$ cat config.mk
export PLATFORM = sky130hd
export DESIGN_NAME = qsa_host_port
export DESIGN_NICKNAME = d
export VERILOG_FILES = /design/src/qsa_pkg.sv /design/src/qsa_sync.sv /design/src/qsa_buf2.sv /design/src/qsa_host_port.sv
export SDC_FILE = /design/constraint.sdc
export NUM_CORES = 1
export LEC_CHECK = 0
export BUFFER_PORTS_ARGS = -buffer_cell sky130_fd_sc_hd__buf_2
export CAP_MARGIN = 20
export CELL_PAD_IN_SITES_DETAIL_PLACEMENT = 1
export CELL_PAD_IN_SITES_GLOBAL_PLACEMENT = 1
export CORE_MARGIN = 10
export CORE_UTILIZATION = 45
export DETAILED_ROUTE_END_ITERATION = 12
export GPL_TIMING_DRIVEN = 0
export MAX_ROUTING_LAYER = met4
export PLACE_DENSITY_LB_ADDON = 0.1
export SYNTH_ARGS = -nofsm -noshare
export SYNTH_HDL_FRONTEND = slang
export SYNTH_HIERARCHICAL = 1
export SYNTH_SLANG_ARGS = --single-unit
$ cat constraint.sdc
create_clock -name clk -period 3.3 [get_ports clk]
set_input_delay 0.495 -clock clk [delete_from_list [all_inputs] [get_ports clk]]
set_output_delay 0.495 -clock clk [all_outputs]
set_load 0.02 [all_outputs]
$ cat src/qsa_pkg.sv
package qsa_pkg;
  // channel count and result width
  localparam int NUM_CH      = 4;
  localparam int RES_W       = 12;
  localparam int CH_W        = 2;
  // conversion sequence length in converter clock edges
  localparam int SEQ_EDGES_SYNC  = 78;
  localparam int SEQ_EDGES_ASYNC = 79;
  localparam int EDGE_PER_CH     = 19;
  // internal oscillator: converter tick every OSC_DIV system clocks
  localparam int CLK_PERIOD_NS = 10;
  localparam int OSC_PERIOD_NS = 400;
  localparam int OSC_DIV       = (OSC_PERIOD_NS + CLK_PERIOD_NS - 1) / CLK_PERIOD_NS;
  localparam logic [RES_W-1:0] RESULT_RESET = 12'h000;

  typedef enum logic [1:0]
  {
    QSA_IDLE  = 2'b00,
    QSA_CONV  = 2'b01,
    QSA_READY = 2'b10
  } qsa_state_t;
endpackage

$ cat src/qsa_sync.sv
module qsa_sync
#(
  parameter logic RST_VAL = 1'b0
)
(
  input  wire logic clk,
  input  wire logic rst,
  input  wire logic din,
  output logic      dout
);
  // -------------------------------------------------------------
  // two-stage synchroniser
  // -------------------------------------------------------------
  logic meta_q;
  logic meta_d;
  logic sync_q;
  logic sync_d;

  // first stage feeds only the second
  always_comb
  begin
    meta_d = din;
    sync_d = meta_q;
  end

  always_ff @(posedge clk)
  begin
    if (rst)
    begin
      // reset to the pin's idle level so no false edge follows reset
      meta_q <= RST_VAL;
      sync_q <= RST_VAL;
    end
    else
    begin
      meta_q <= meta_d;
      sync_q <= sync_d;
    end
  end

  assign dout = sync_q;
endmodule

$ cat src/qsa_buf2.sv
module qsa_buf2
#(
  parameter int WIDTH = 12
)
(
  input  wire logic             clk,
  input  wire logic             rst,
  input  wire logic             in_valid,
  output logic                  in_ready,
  input  wire logic [WIDTH-1:0] in_data,
  output logic                  out_valid,
  input  wire logic             out_ready,
  output logic      [WIDTH-1:0] out_data
);
  // -------------------------------------------------------------
  // two-entry buffer, head in slot 0
  // -------------------------------------------------------------
  logic [WIDTH-1:0] mem_q [2];
  logic [WIDTH-1:0] mem_d [2];
  logic [1:0]       cnt_q;
  logic [1:0]       cnt_d;
  logic             push;
  logic             pop;

  assign in_ready  = (cnt_q != 2'h2);
  assign out_valid = (cnt_q != 2'h0);
  assign out_data  = mem_q[0];
  assign push      = in_valid && in_ready;
  assign pop       = out_valid && out_ready;

  // shift on pop so the head is always slot 0
  always_comb
  begin
    mem_d[0] = mem_q[0];
    mem_d[1] = mem_q[1];
    cnt_d    = cnt_q;
    if (pop)
    begin
      mem_d[0] = mem_q[1];
    end
    if (push)
    begin
      if (cnt_q == 2'h0 || (cnt_q == 2'h1 && pop))
      begin
        mem_d[0] = in_data;
      end
      else
      begin
        mem_d[1] = in_data;
      end
    end
    cnt_d = cnt_q + {1'b0, push} - {1'b0, pop};
  end

  always_ff @(posedge clk)
  begin
    if (rst)
    begin
      mem_q[0] <= '0;
      mem_q[1] <= '0;
      cnt_q    <= 2'h0;
    end
    else
    begin
      mem_q <= mem_d;
      cnt_q <= cnt_d;
    end
  end
endmodule

$ cat src/qsa_host_port.sv
// How it works
// - a rising trigger edge puts all four track/holds into hold and starts a sequence.
// - channels are digitised one after another, channel 1 first and channel 4 last.
// - the trigger is synchronised and taken at any time regardless of select and read.
// - conversion status appears on the active-low ready output.
// - ready goes low only after all four results are stored.
// - the result bus is enabled only while read and select are both low.
// - four successive reads return channels 1, 2, 3, 4 with no address.
// - bus accesses are seen only while select is low.
// - converter ticks come from the clock pin or the internal oscillator when strapped low.
// - each result sits on a 12-bit two's-complement bus, msb on the top line.
// - the track/holds return to tracking at the falling edge of ready.
// - a full sequence takes 78 or 79 converter clock edges.
module qsa_host_port
#(
  parameter int RES_W  = qsa_pkg::RES_W,
  parameter int NUM_CH = qsa_pkg::NUM_CH
)
(
  input  wire logic             clk,
  input  wire logic             rst,
  input  wire logic             conversion_trigger,
  input  wire logic             chip_select_n,
  input  wire logic             read_n,
  input  wire logic             conv_clk_pin,
  input  wire logic             osc_strap_n,
  input  wire logic [RES_W-1:0] sample_data,
  input  wire logic             sample_valid,
  output logic                  sample_req,
  output logic      [1:0]       sample_ch,
  output logic      [NUM_CH-1:0] hold,
  output logic                  ready_n,
  output logic      [RES_W-1:0] result_bus_o,
  output logic                  result_bus_oe
);
  // -------------------------------------------------------------
  // pin synchronisers
  // -------------------------------------------------------------
  logic trig_s;
  logic cs_n_s;
  logic rd_n_s;
  logic cclk_s;
  logic strap_n_s;

  qsa_sync u_sync_trig  (.clk(clk), .rst(rst), .din(conversion_trigger), .dout(trig_s));
  qsa_sync #(.RST_VAL(1'b1)) u_sync_cs
    (.clk(clk), .rst(rst), .din(chip_select_n), .dout(cs_n_s));
  qsa_sync #(.RST_VAL(1'b1)) u_sync_rd
    (.clk(clk), .rst(rst), .din(read_n), .dout(rd_n_s));
  qsa_sync u_sync_cclk  (.clk(clk), .rst(rst), .din(conv_clk_pin),       .dout(cclk_s));
  qsa_sync u_sync_strap (.clk(clk), .rst(rst), .din(osc_strap_n),        .dout(strap_n_s));

  // -------------------------------------------------------------
  // converter tick source
  // -------------------------------------------------------------
  logic       trig_prev_q;
  logic       cclk_prev_q;
  logic [5:0] osc_cnt_q;
  logic [5:0] osc_cnt_d;
  logic       trig_rise;
  logic       tick;

  assign trig_rise = trig_s && !trig_prev_q;

  // strap low selects the oscillator; free-running divider
  always_comb
  begin
    osc_cnt_d = osc_cnt_q + 6'h01;
    if (osc_cnt_q == 6'(qsa_pkg::OSC_DIV - 1))
    begin
      osc_cnt_d = 6'h00;
    end
  end

  assign tick = strap_n_s ? (cclk_s && !cclk_prev_q)
                          : (osc_cnt_q == 6'(qsa_pkg::OSC_DIV - 1));

  always_ff @(posedge clk)
  begin
    if (rst)
    begin
      trig_prev_q <= 1'b0;
      cclk_prev_q <= 1'b0;
      osc_cnt_q   <= 6'h00;
    end
    else
    begin
      trig_prev_q <= trig_s;
      cclk_prev_q <= cclk_s;
      osc_cnt_q   <= osc_cnt_d;
    end
  end

  // -------------------------------------------------------------
  // conversion sequencer
  // -------------------------------------------------------------
  qsa_pkg::qsa_state_t state_q;
  qsa_pkg::qsa_state_t state_d;
  logic [6:0]       edge_q;
  logic [6:0]       edge_d;
  logic [6:0]       edge_end_q;
  logic [6:0]       edge_end_d;
  logic [1:0]       conv_ch_q;
  logic [1:0]       conv_ch_d;
  logic             conv_done_q;
  logic             conv_done_d;
  logic             hold_q;
  logic             hold_d;
  logic             ready_n_q;
  logic             ready_n_d;
  logic [RES_W-1:0] res_q [NUM_CH];
  logic [RES_W-1:0] res_d [NUM_CH];
  logic             read_start;
  logic             read_ack;

  // a trigger landing on a tick costs one extra edge of alignment
  always_comb
  begin
    state_d    = state_q;
    edge_d     = edge_q;
    edge_end_d = edge_end_q;
    conv_ch_d  = conv_ch_q;
    conv_done_d = conv_done_q;
    hold_d     = hold_q;
    ready_n_d  = ready_n_q;
    res_d      = res_q;
    if (trig_rise)
    begin
      state_d    = qsa_pkg::QSA_CONV;
      hold_d     = 1'b1;
      ready_n_d  = 1'b1;
      edge_d     = tick ? 7'h01 : 7'h00;
      conv_ch_d  = 2'h0;
      conv_done_d = 1'b0;
      edge_end_d = tick ? 7'(qsa_pkg::SEQ_EDGES_ASYNC)
                        : 7'(qsa_pkg::SEQ_EDGES_SYNC);
    end
    else
    begin
      case (state_q)
        qsa_pkg::QSA_CONV:
        begin
          if (tick)
          begin
            edge_d = edge_q + 7'h01;
          end
          // channel result arrives in strict order
          if (sample_valid && !conv_done_q)
          begin
            res_d[conv_ch_q] = sample_data;
            if (conv_ch_q != 2'(NUM_CH - 1))
            begin
              conv_ch_d = conv_ch_q + 2'h1;
            end
            else
            begin
              conv_done_d = 1'b1;
            end
          end
          if (tick && edge_q + 7'h01 >= edge_end_q && conv_done_q)
          begin
            state_d   = qsa_pkg::QSA_READY;
            ready_n_d = 1'b0;
            hold_d    = 1'b0;
          end
        end
        qsa_pkg::QSA_READY:
        begin
          if (read_start)
          begin
            ready_n_d = 1'b1;
          end
        end
        default:
        begin
          state_d = qsa_pkg::QSA_IDLE;
        end
      endcase
    end
  end

  always_ff @(posedge clk)
  begin
    if (rst)
    begin
      state_q    <= qsa_pkg::QSA_IDLE;
      edge_q     <= 7'h00;
      edge_end_q <= 7'h00;
      conv_ch_q  <= 2'h0;
      conv_done_q <= 1'b0;
      hold_q     <= 1'b0;
      ready_n_q  <= 1'b1;
      for (int i = 0; i < NUM_CH; i++)
      begin
        res_q[i] <= qsa_pkg::RESULT_RESET;
      end
    end
    else
    begin
      state_q    <= state_d;
      edge_q     <= edge_d;
      edge_end_q <= edge_end_d;
      conv_ch_q  <= conv_ch_d;
      conv_done_q <= conv_done_d;
      hold_q     <= hold_d;
      ready_n_q  <= ready_n_d;
      res_q      <= res_d;
    end
  end

  // request the current channel until all four results are in or edge 76 (EDGE_PER_CH * NUM_CH) is reached
  assign sample_req = (state_q == qsa_pkg::QSA_CONV) && !conv_done_q
                      && (edge_q < 7'(qsa_pkg::EDGE_PER_CH * NUM_CH));
  assign sample_ch  = conv_ch_q;
  assign hold       = {NUM_CH{hold_q}};
  assign ready_n    = ready_n_q;

  // -------------------------------------------------------------
  // host read port
  // -------------------------------------------------------------
  logic       sel_rd;
  logic       sel_rd_prev_q;
  logic [2:0] rd_ptr_q;
  logic [2:0] rd_ptr_d;
  logic       buf_in_ready;
  logic       buf_out_valid;
  logic [RES_W-1:0] buf_out_data;
  logic [RES_W-1:0] bus_q;
  logic [RES_W-1:0] bus_d;
  logic       oe_q;
  logic       oe_d;
  logic       push;

  assign sel_rd     = !cs_n_s && !rd_n_s;
  assign read_start = sel_rd && !sel_rd_prev_q;
  // words enter the buffer in channel order while results are valid
  assign push = (state_q != qsa_pkg::QSA_CONV) && (rd_ptr_q < 3'(NUM_CH));
  assign read_ack = read_start && buf_out_valid;

  // pointer back to channel 1 on trigger
  always_comb
  begin
    rd_ptr_d = rd_ptr_q;
    if (trig_rise)
    begin
      rd_ptr_d = 3'h0;
    end
    else if (push && buf_in_ready)
    begin
      rd_ptr_d = rd_ptr_q + 3'h1;
    end
  end

  qsa_buf2 #(.WIDTH(RES_W)) u_buf
  (
    .clk       (clk),
    .rst       (rst | trig_rise),
    .in_valid  (push),
    .in_ready  (buf_in_ready),
    .in_data   (res_q[rd_ptr_q[1:0]]),
    .out_valid (buf_out_valid),
    .out_ready (read_ack),
    .out_data  (buf_out_data)
  );

  // bus word latched at read start, held until the next read start
  always_comb
  begin
    bus_d = bus_q;
    oe_d  = sel_rd;
    if (read_ack)
    begin
      bus_d = buf_out_data;
    end
  end

  always_ff @(posedge clk)
  begin
    if (rst)
    begin
      sel_rd_prev_q <= 1'b0;
      rd_ptr_q      <= 3'h0;
      bus_q         <= qsa_pkg::RESULT_RESET;
      oe_q          <= 1'b0;
    end
    else
    begin
      sel_rd_prev_q <= sel_rd;
      rd_ptr_q      <= rd_ptr_d;
      bus_q         <= bus_d;
      oe_q          <= oe_d;
    end
  end

  assign result_bus_o  = bus_q;
  assign result_bus_oe = oe_q;
endmodule

* Word-level counts from Yosys, hierarchy flattened
Index checks and enable logic that the tools add are counted.
Storage, ports and cells: register bits 129, logic and storage cells 124
Cells by class: $add $sub $neg 6, order comparisons 6, equality and inequality tests 11, muxes and demuxes 24, bitwise gates (word level) 7, reductions and logical operators 39
Operators by type and width (count):
- 12-bit 2-to-1 mux | 6
- 48-bit bitwise mux | 1
- 12-bit binary-select mux with 2-bit select | 1
- 12-bit demux with 2-bit select | 1
- 24-bit 2-to-1 mux | 1
- 7-bit 2-to-1 mux | 3
- 1-bit logical AND | 15
- 3-bit AND reduction | 4
- 2-bit != test (second input constant) | 5
- 2-bit AND reduction | 5
- 2-bit nonzero test | 5
- 1-bit 2-to-1 mux | 8
- 7-bit by 1-bit adder with 7-bit output (second input constant) | 1
- 7-bit >= comparator | 1
- 7-bit < comparator (second input constant) | 1
- 6-bit by 1-bit adder with 6-bit output (second input constant) | 1
- 6-bit equality test (second input constant) | 1
- 3-bit >= comparator (second input constant) | 2
- 1-bit logical NOT | 6
- 2-bit NOT with 3-bit output | 2
- 2-bit by 1-bit equality test with 1-bit output (second input constant) | 2
- 1-bit NOT | 4
- 2-bit one-hot mux with 2 select lines | 1
- 2-bit OR reduction | 2
- other kinds (14) | 14

* Longest topological paths before layout
word-level depth 9, depth in mapped cells 12

* Cells and area by module
Netlist, hierarchy kept.
By module, submodules not included:
- qsa_host_port | times used 1, cells each 434, area an instance 3814.9 um^2, sequential area each 1761.7 um^2
- qsa_buf2 | times used 1, cells each 157, area an instance 1367.6 um^2, sequential area each 520.5 um^2
- qsa_sync | times used 5, cells each 4, area an instance 52.6 um^2, sequential area each 40.0 um^2

* Worst setup path before layout
OpenSTA, ideal clock, no wires.
path kind register -> register, start reg u_buf.cnt_q[1], end reg u_buf.cnt_q[1], library setup time 0.070 ns, arrival 2.525 ns, data required time 3.230 ns, slack 0.705 ns, stages on the path, launching flop included 13, buffers on the path 4, clock period less this slack 2.595 ns, cell sequence dfxtp_1 buf_2 clkbuf_1 or2_2 nand2_1 inv_1 clkbuf_1 inv_1 clkbuf_1 o21bai_1 ha_1 or3_1 a21oi_1
On the way: word-level cells in the longest chain between the ends 4, elaborated cells on any way between the ends 7, those cells by class 2 x add/sub; 1 x eq/ne; 4 x reduce/logical
RTL lines:
- start: declaration | RTL line qsa_buf2.sv:20 | logic [1:0] cnt_q;
- start signal: assignment | RTL line qsa_buf2.sv:66 | cnt_q <= cnt_d;
- 2-bit nonzero test | RTL line qsa_buf2.sv:26 | assign out_valid = (cnt_q != 2'h0);
- named net buf_out_valid | RTL line qsa_host_port.sv:226 | logic buf_out_valid;
- 1-bit logical AND | RTL line qsa_host_port.sv:238 | assign read_ack = read_start && buf_out_valid;
- named net read_ack | RTL line qsa_host_port.sv:114 | logic read_ack;
- 1-bit logical AND | RTL line qsa_buf2.sv:29 | assign pop = out_valid && out_ready;
- 2-bit by 1-bit subtractor with 2-bit output | RTL line qsa_buf2.sv:52 | cnt_d = cnt_q + {1'b0, push} - {1'b0, pop};
The timed path passes the listed nets, and every way through them passes these cells. A chain may end at the register's enable or synchronous reset.

* Worst setup path after layout
start reg u_buf.cnt_q[1], end reg u_buf.cnt_q[1]
On the way: word-level cells in the longest chain between the ends 4, elaborated cells on any way between the ends 7, those cells by class 2 x add/sub; 1 x eq/ne; 4 x reduce/logical
RTL lines (RTL line):
- 2-bit nonzero test * | qsa_buf2.sv:26
- named net buf_out_valid | qsa_host_port.sv:226
- 1-bit logical AND | qsa_host_port.sv:238
- 1-bit logical AND * | qsa_buf2.sv:29
- 2-bit by 1-bit subtractor with 2-bit output * | qsa_buf2.sv:52
The timed path passes the listed nets; every way through them passes the cells marked *.

==> results.md <==
Timing:
- The number of endpoints with negative hold slack in the final report is 0.
- In this run the tightest slew margin relative to its limit is 52.41%.
- The final period utilization is 90.16%.
- Setup repair after global routing left no endpoint under its margin.
- The final critical-path required period is 2.975 ns.
- The final count of pins violating max slew came to 0.
- The final hold slack is 0.2552 ns.
- The clock skew is 0.009075 ns.
- The total of endpoints with negative setup slack in the final report is 0.
- The achievable frequency is 336.1 MHz.
- For the pin with the worst max-slew slack, the measured transition is 0.7139 ns.
- Summed over all failing endpoints, the final setup total negative slack is 0 ns.
- The setup slack after layout is 0.3247 ns.

Power:
- The clock network accounts for 47.5% of the total power.
- The switching component of the power is 1.041 mW.
- The static leakage is 2.388 nW.
- The design internal power is 3.188 mW.
- The worst IR drop on VDD is 0.2706 mV.
- Power spread over the standard cell area amounts to 654.5 mW/mm^2.
- The proportion of power drawn by flip-flops and latches is 38.1%.
- The combinational share of power is 14.3%.
- Net switching is 24.61% of the power.

Logic synthesis:
- The proportion of register bits with asynchronous set or reset after synthesis is 0%.
- The fraction of the yosys area taken by sequential cells is 45.59%.
- The gate count after technology mapping is 611.
- Among all flip-flop cells after synthesis, the most frequent one is dfxtp_1.
- Counting flops with a built-in enable in the synthesized netlist gives 0.
- Dividing the synthesized area by the synthesized cell count gives 8.912 um^2.
- By area the synthesized netlist is led by dfxtp_1 46%, nand2_1 7.5%, a21oi_1 7.0%, nand3_1 5.1%, mux4_2 5.0%.
- The area share of the leading cell type in the synthesized netlist is 45.59%.
- The yosys synthesis warning count is 6.
- The synthesized netlist occupies a cell area of 0.005445 mm^2.
- The number of nets in the synthesized netlist is 644.
- The number of synthesized register bits is 124.
- The number of distinct library cell variants in the gate-level netlist after synthesis is 49.
- Of all cell types, the one taking the most synthesized area is dfxtp_1.

Finish:
- The area of all placed cells without fillers is 0.006461 mm^2.
- The library cells used most frequently in the layout, excluding fill and tap cells, are 124 x dfxtp_1, 109 x nand2_1, 76 x a21oi_1, 56 x nand3_1, 55 x buf_2.
- Relative to the synthesized area, the layout overhead comes to 18.66%.
- The net total in the final layout is 701.
- The fraction of layout cells with a size suffix above 1 is 19.97%.
- The number of diodes is 0.
- The most common cell after layout, fill and taps aside is dfxtp_1.
- The count of filler cells inserted in the layout is 1417.

Routing:
- After detailed routing, the total wire length is 15.53 mm.
- The remaining antenna violation count is 0.
- Using the TritonRoute via totals, the vias-per-cell ratio works out to 5.531.
- The detail-routed net length per standard cell is 18.76 um.
- Before antenna repair, the detailed router went through 4 iterations.
- The starting DRC count in detailed routing is 243.
- The vias after detailed routing is 4580.
- For this run, design rule violations remaining after detail routing come to 0.

CTS:
- The later-pin clock latency in the skew report is 0.42 ns.
- Buffers inserted to repair hold after CTS numbered 0.
- The H-tree was split into 4 levels.
- After clock tree synthesis, the clock-pin slew on the worst setup and hold paths is 0.05 ns.
- The count of instances resized after the clock tree is built is 0.
- The cell sitting at the root of the clock tree is a clkbuf_16.
- The number of clock buffers added by TritonCTS is 17.
- The maximum buffer depth of the clock tree is 2.
- The CTS tree is done.
- The clock sink count is 124.

Global route:
- The first-pass GRT wire length is 25.36 mm.
- The number of global-route vias before repair came to 4977.
- The global-route usage over all layers is 19.80%.
- The number of antenna violations at the first check in global routing is 0.
- The largest net degree at the start of global routing is 17.
- The global-route congestion overflow total is 0.

Job:
- Max-cap violations in this run came to 0.

Worst setup path:
- The type of element launching the critical path is a flop.
- The endpoint kind of the worst setup timing path is a flop.
- At the worst endpoint, the required time is 3.65 ns.
- The highest net fanout along the worst path is 18.
- For the worst setup path, the data arrival time is 3.32 ns.
- The critical path is of the reg2reg type.

Min path:
- The min-delay analysis places its worst path in the category in2reg.

Floorplan:
- In this run the count of I/O pins placed on the die edge is 41.
- The floorplan step defined a core boundary enclosing 0.01191 mm^2.
- The starting density of the core is 45.71%.
- The width of the die is 130 um.
- After floorplanning, the core was divided into 40 placement rows.
- Measured along the y axis, the die boundary spans 130 um.
- The die covers 0.01690 mm^2.

Outcome:
- The run finished with clean final reports.

Placement:
- The placed instances occupy a cell area of 0.005829 mm^2.
- The global placement routability congestion is 0.8138.
- In this run the tool buffered the top-level ports with 40 buffer cells.
- The placement-stage worst setup slack is 0.1016 ns.
- The total half-perimeter wirelength after legalization and detailed placement is 10.96 mm.
## worst max-delay path, cell delays in order (launching register included)
cell and delay (ns):
dfxtp_1 0.30, buf_2 0.22, clkbuf_1 0.37, or2_2 0.19, nand2_1 0.12, inv_1 0.51
nor2b_4 0.11, buf_2 0.21, o21bai_1 0.18, ha_1 0.21, or3_1 0.34, a21oi_1 0.14
## metrics by stage
step / util (%) / power [mW] / cells
finish: 54.24 / 4.229 / 828
global route: 54.24 / 4.406 / 828
CTS: 54.31 / 4.261 / 830
detailed placement: 48.94 / 2.249 / 798
global placement: 48.94 / 2.226 / 798
floorplan: - / 2.093 / 611
## worst paths after layout
path                               start  depth (start not counted)  slack [ns]                     endpoint
max            u_buf/cnt_q[1]$_SDFF_PP0_                         11        0.32    u_buf/cnt_q[1]$_SDFF_PP0_
min                        chip_select_n                          2        0.26  u_sync_cs/meta_q$_SDFF_PP1_
max reg2reg    u_buf/cnt_q[1]$_SDFF_PP0_                         11        0.32    u_buf/cnt_q[1]$_SDFF_PP0_
min reg2reg  u_sync_rd/meta_q$_SDFF_PP1_                          1        0.40    u_sync_rd/dout$_SDFF_PP1_
## registers in the layout, indices dropped and copies added, names as in the netlist, 2 cells and up
signal / cells
edge_end_q: 2
edge_q: 7
osc_cnt_q: 6
rd_ptr_q: 3
res_q: 48
result_bus_o: 12
sample_ch: 2
state_q: 2
u_buf/cnt_q: 2
u_buf/mem_q: 12
u_buf/out_data: 12
## metal layers
| layer | track usage [%] | routed length (um) |
|---|---|---|
| met4 | 8.135 | 240 |
| met1 | 21.80 | 6812 |
| met2 | 34.33 | 7878 |
| met5 | - | 0 |
| met3 | 4.057 | 603 |
## area by class of cell
cell class                 count  area, um^2  area share, %
clock buffer                  26       509.2          7.881
multi-input combinational    418        2595          40.16
sequential                   124        2482          38.42
clock inverter                 6       130.1          2.014
inverter                       8       30.03         0.4648
buffer                        59       330.3          5.112
tap                          147       183.9          2.847
timing repair buffer          40       200.2          3.098
## logic make-up (layout without fill, tap and decap cells)
family | after synthesis | count (layout) | synth area share, %
AOI/OAI and AO/OA | 133 | 133 | 16.20
xor gates and xnor gates | 16 | 16 | 2.573
buffers and inverters | 69 | 139 | 6.755
muxes | 14 | 14 | 5.331
DFF | 124 | 124 | 45.59
and+or+nand+nor | 242 | 242 | 20.57
adders and majority gates | 13 | 13 | 2.987
## power groups by stage
stage          registers (mW)  clock network [mW]  logic, mW
6_report                 1.61                2.01      0.606
5_1_grt                  1.62                2.12      0.660
4_1_cts                  1.62                2.04      0.609
3_5_place_dp             1.65                   0      0.602
3_3_place_gp             1.64                   0      0.584
2_1_floorplan            1.63                   0      0.458
## repair_timing
item	4_1_cts	5_1_grt
buffers inserted	0	0
endpoints found under the hold margin	0	0
endpoints found under the setup margin	0	2
## synth_stat cells, types with 2 or more instances
cell,number
and3_1,3
nor3_1,15
a211oi_1,2
o2111ai_1,12
xnor2_1,6
nand2b_1,5
nor2_1,25
or2_1,4
a311oi_1,2
buf_2,15
buf_4,22
o21ai_0,17
nand3_1,56
a31oi_1,2
ha_1,13
a311oi_2,10
inv_1,8
nand2_1,109
dfxtp_1,124
buf_1,5
clkbuf_1,18
and2_1,2
xor2_1,10
mux4_2,12
a21oi_1,76
mux2i_1,2
nor2b_1,14
Note: power is estimated with default switching activity, not from simulation.
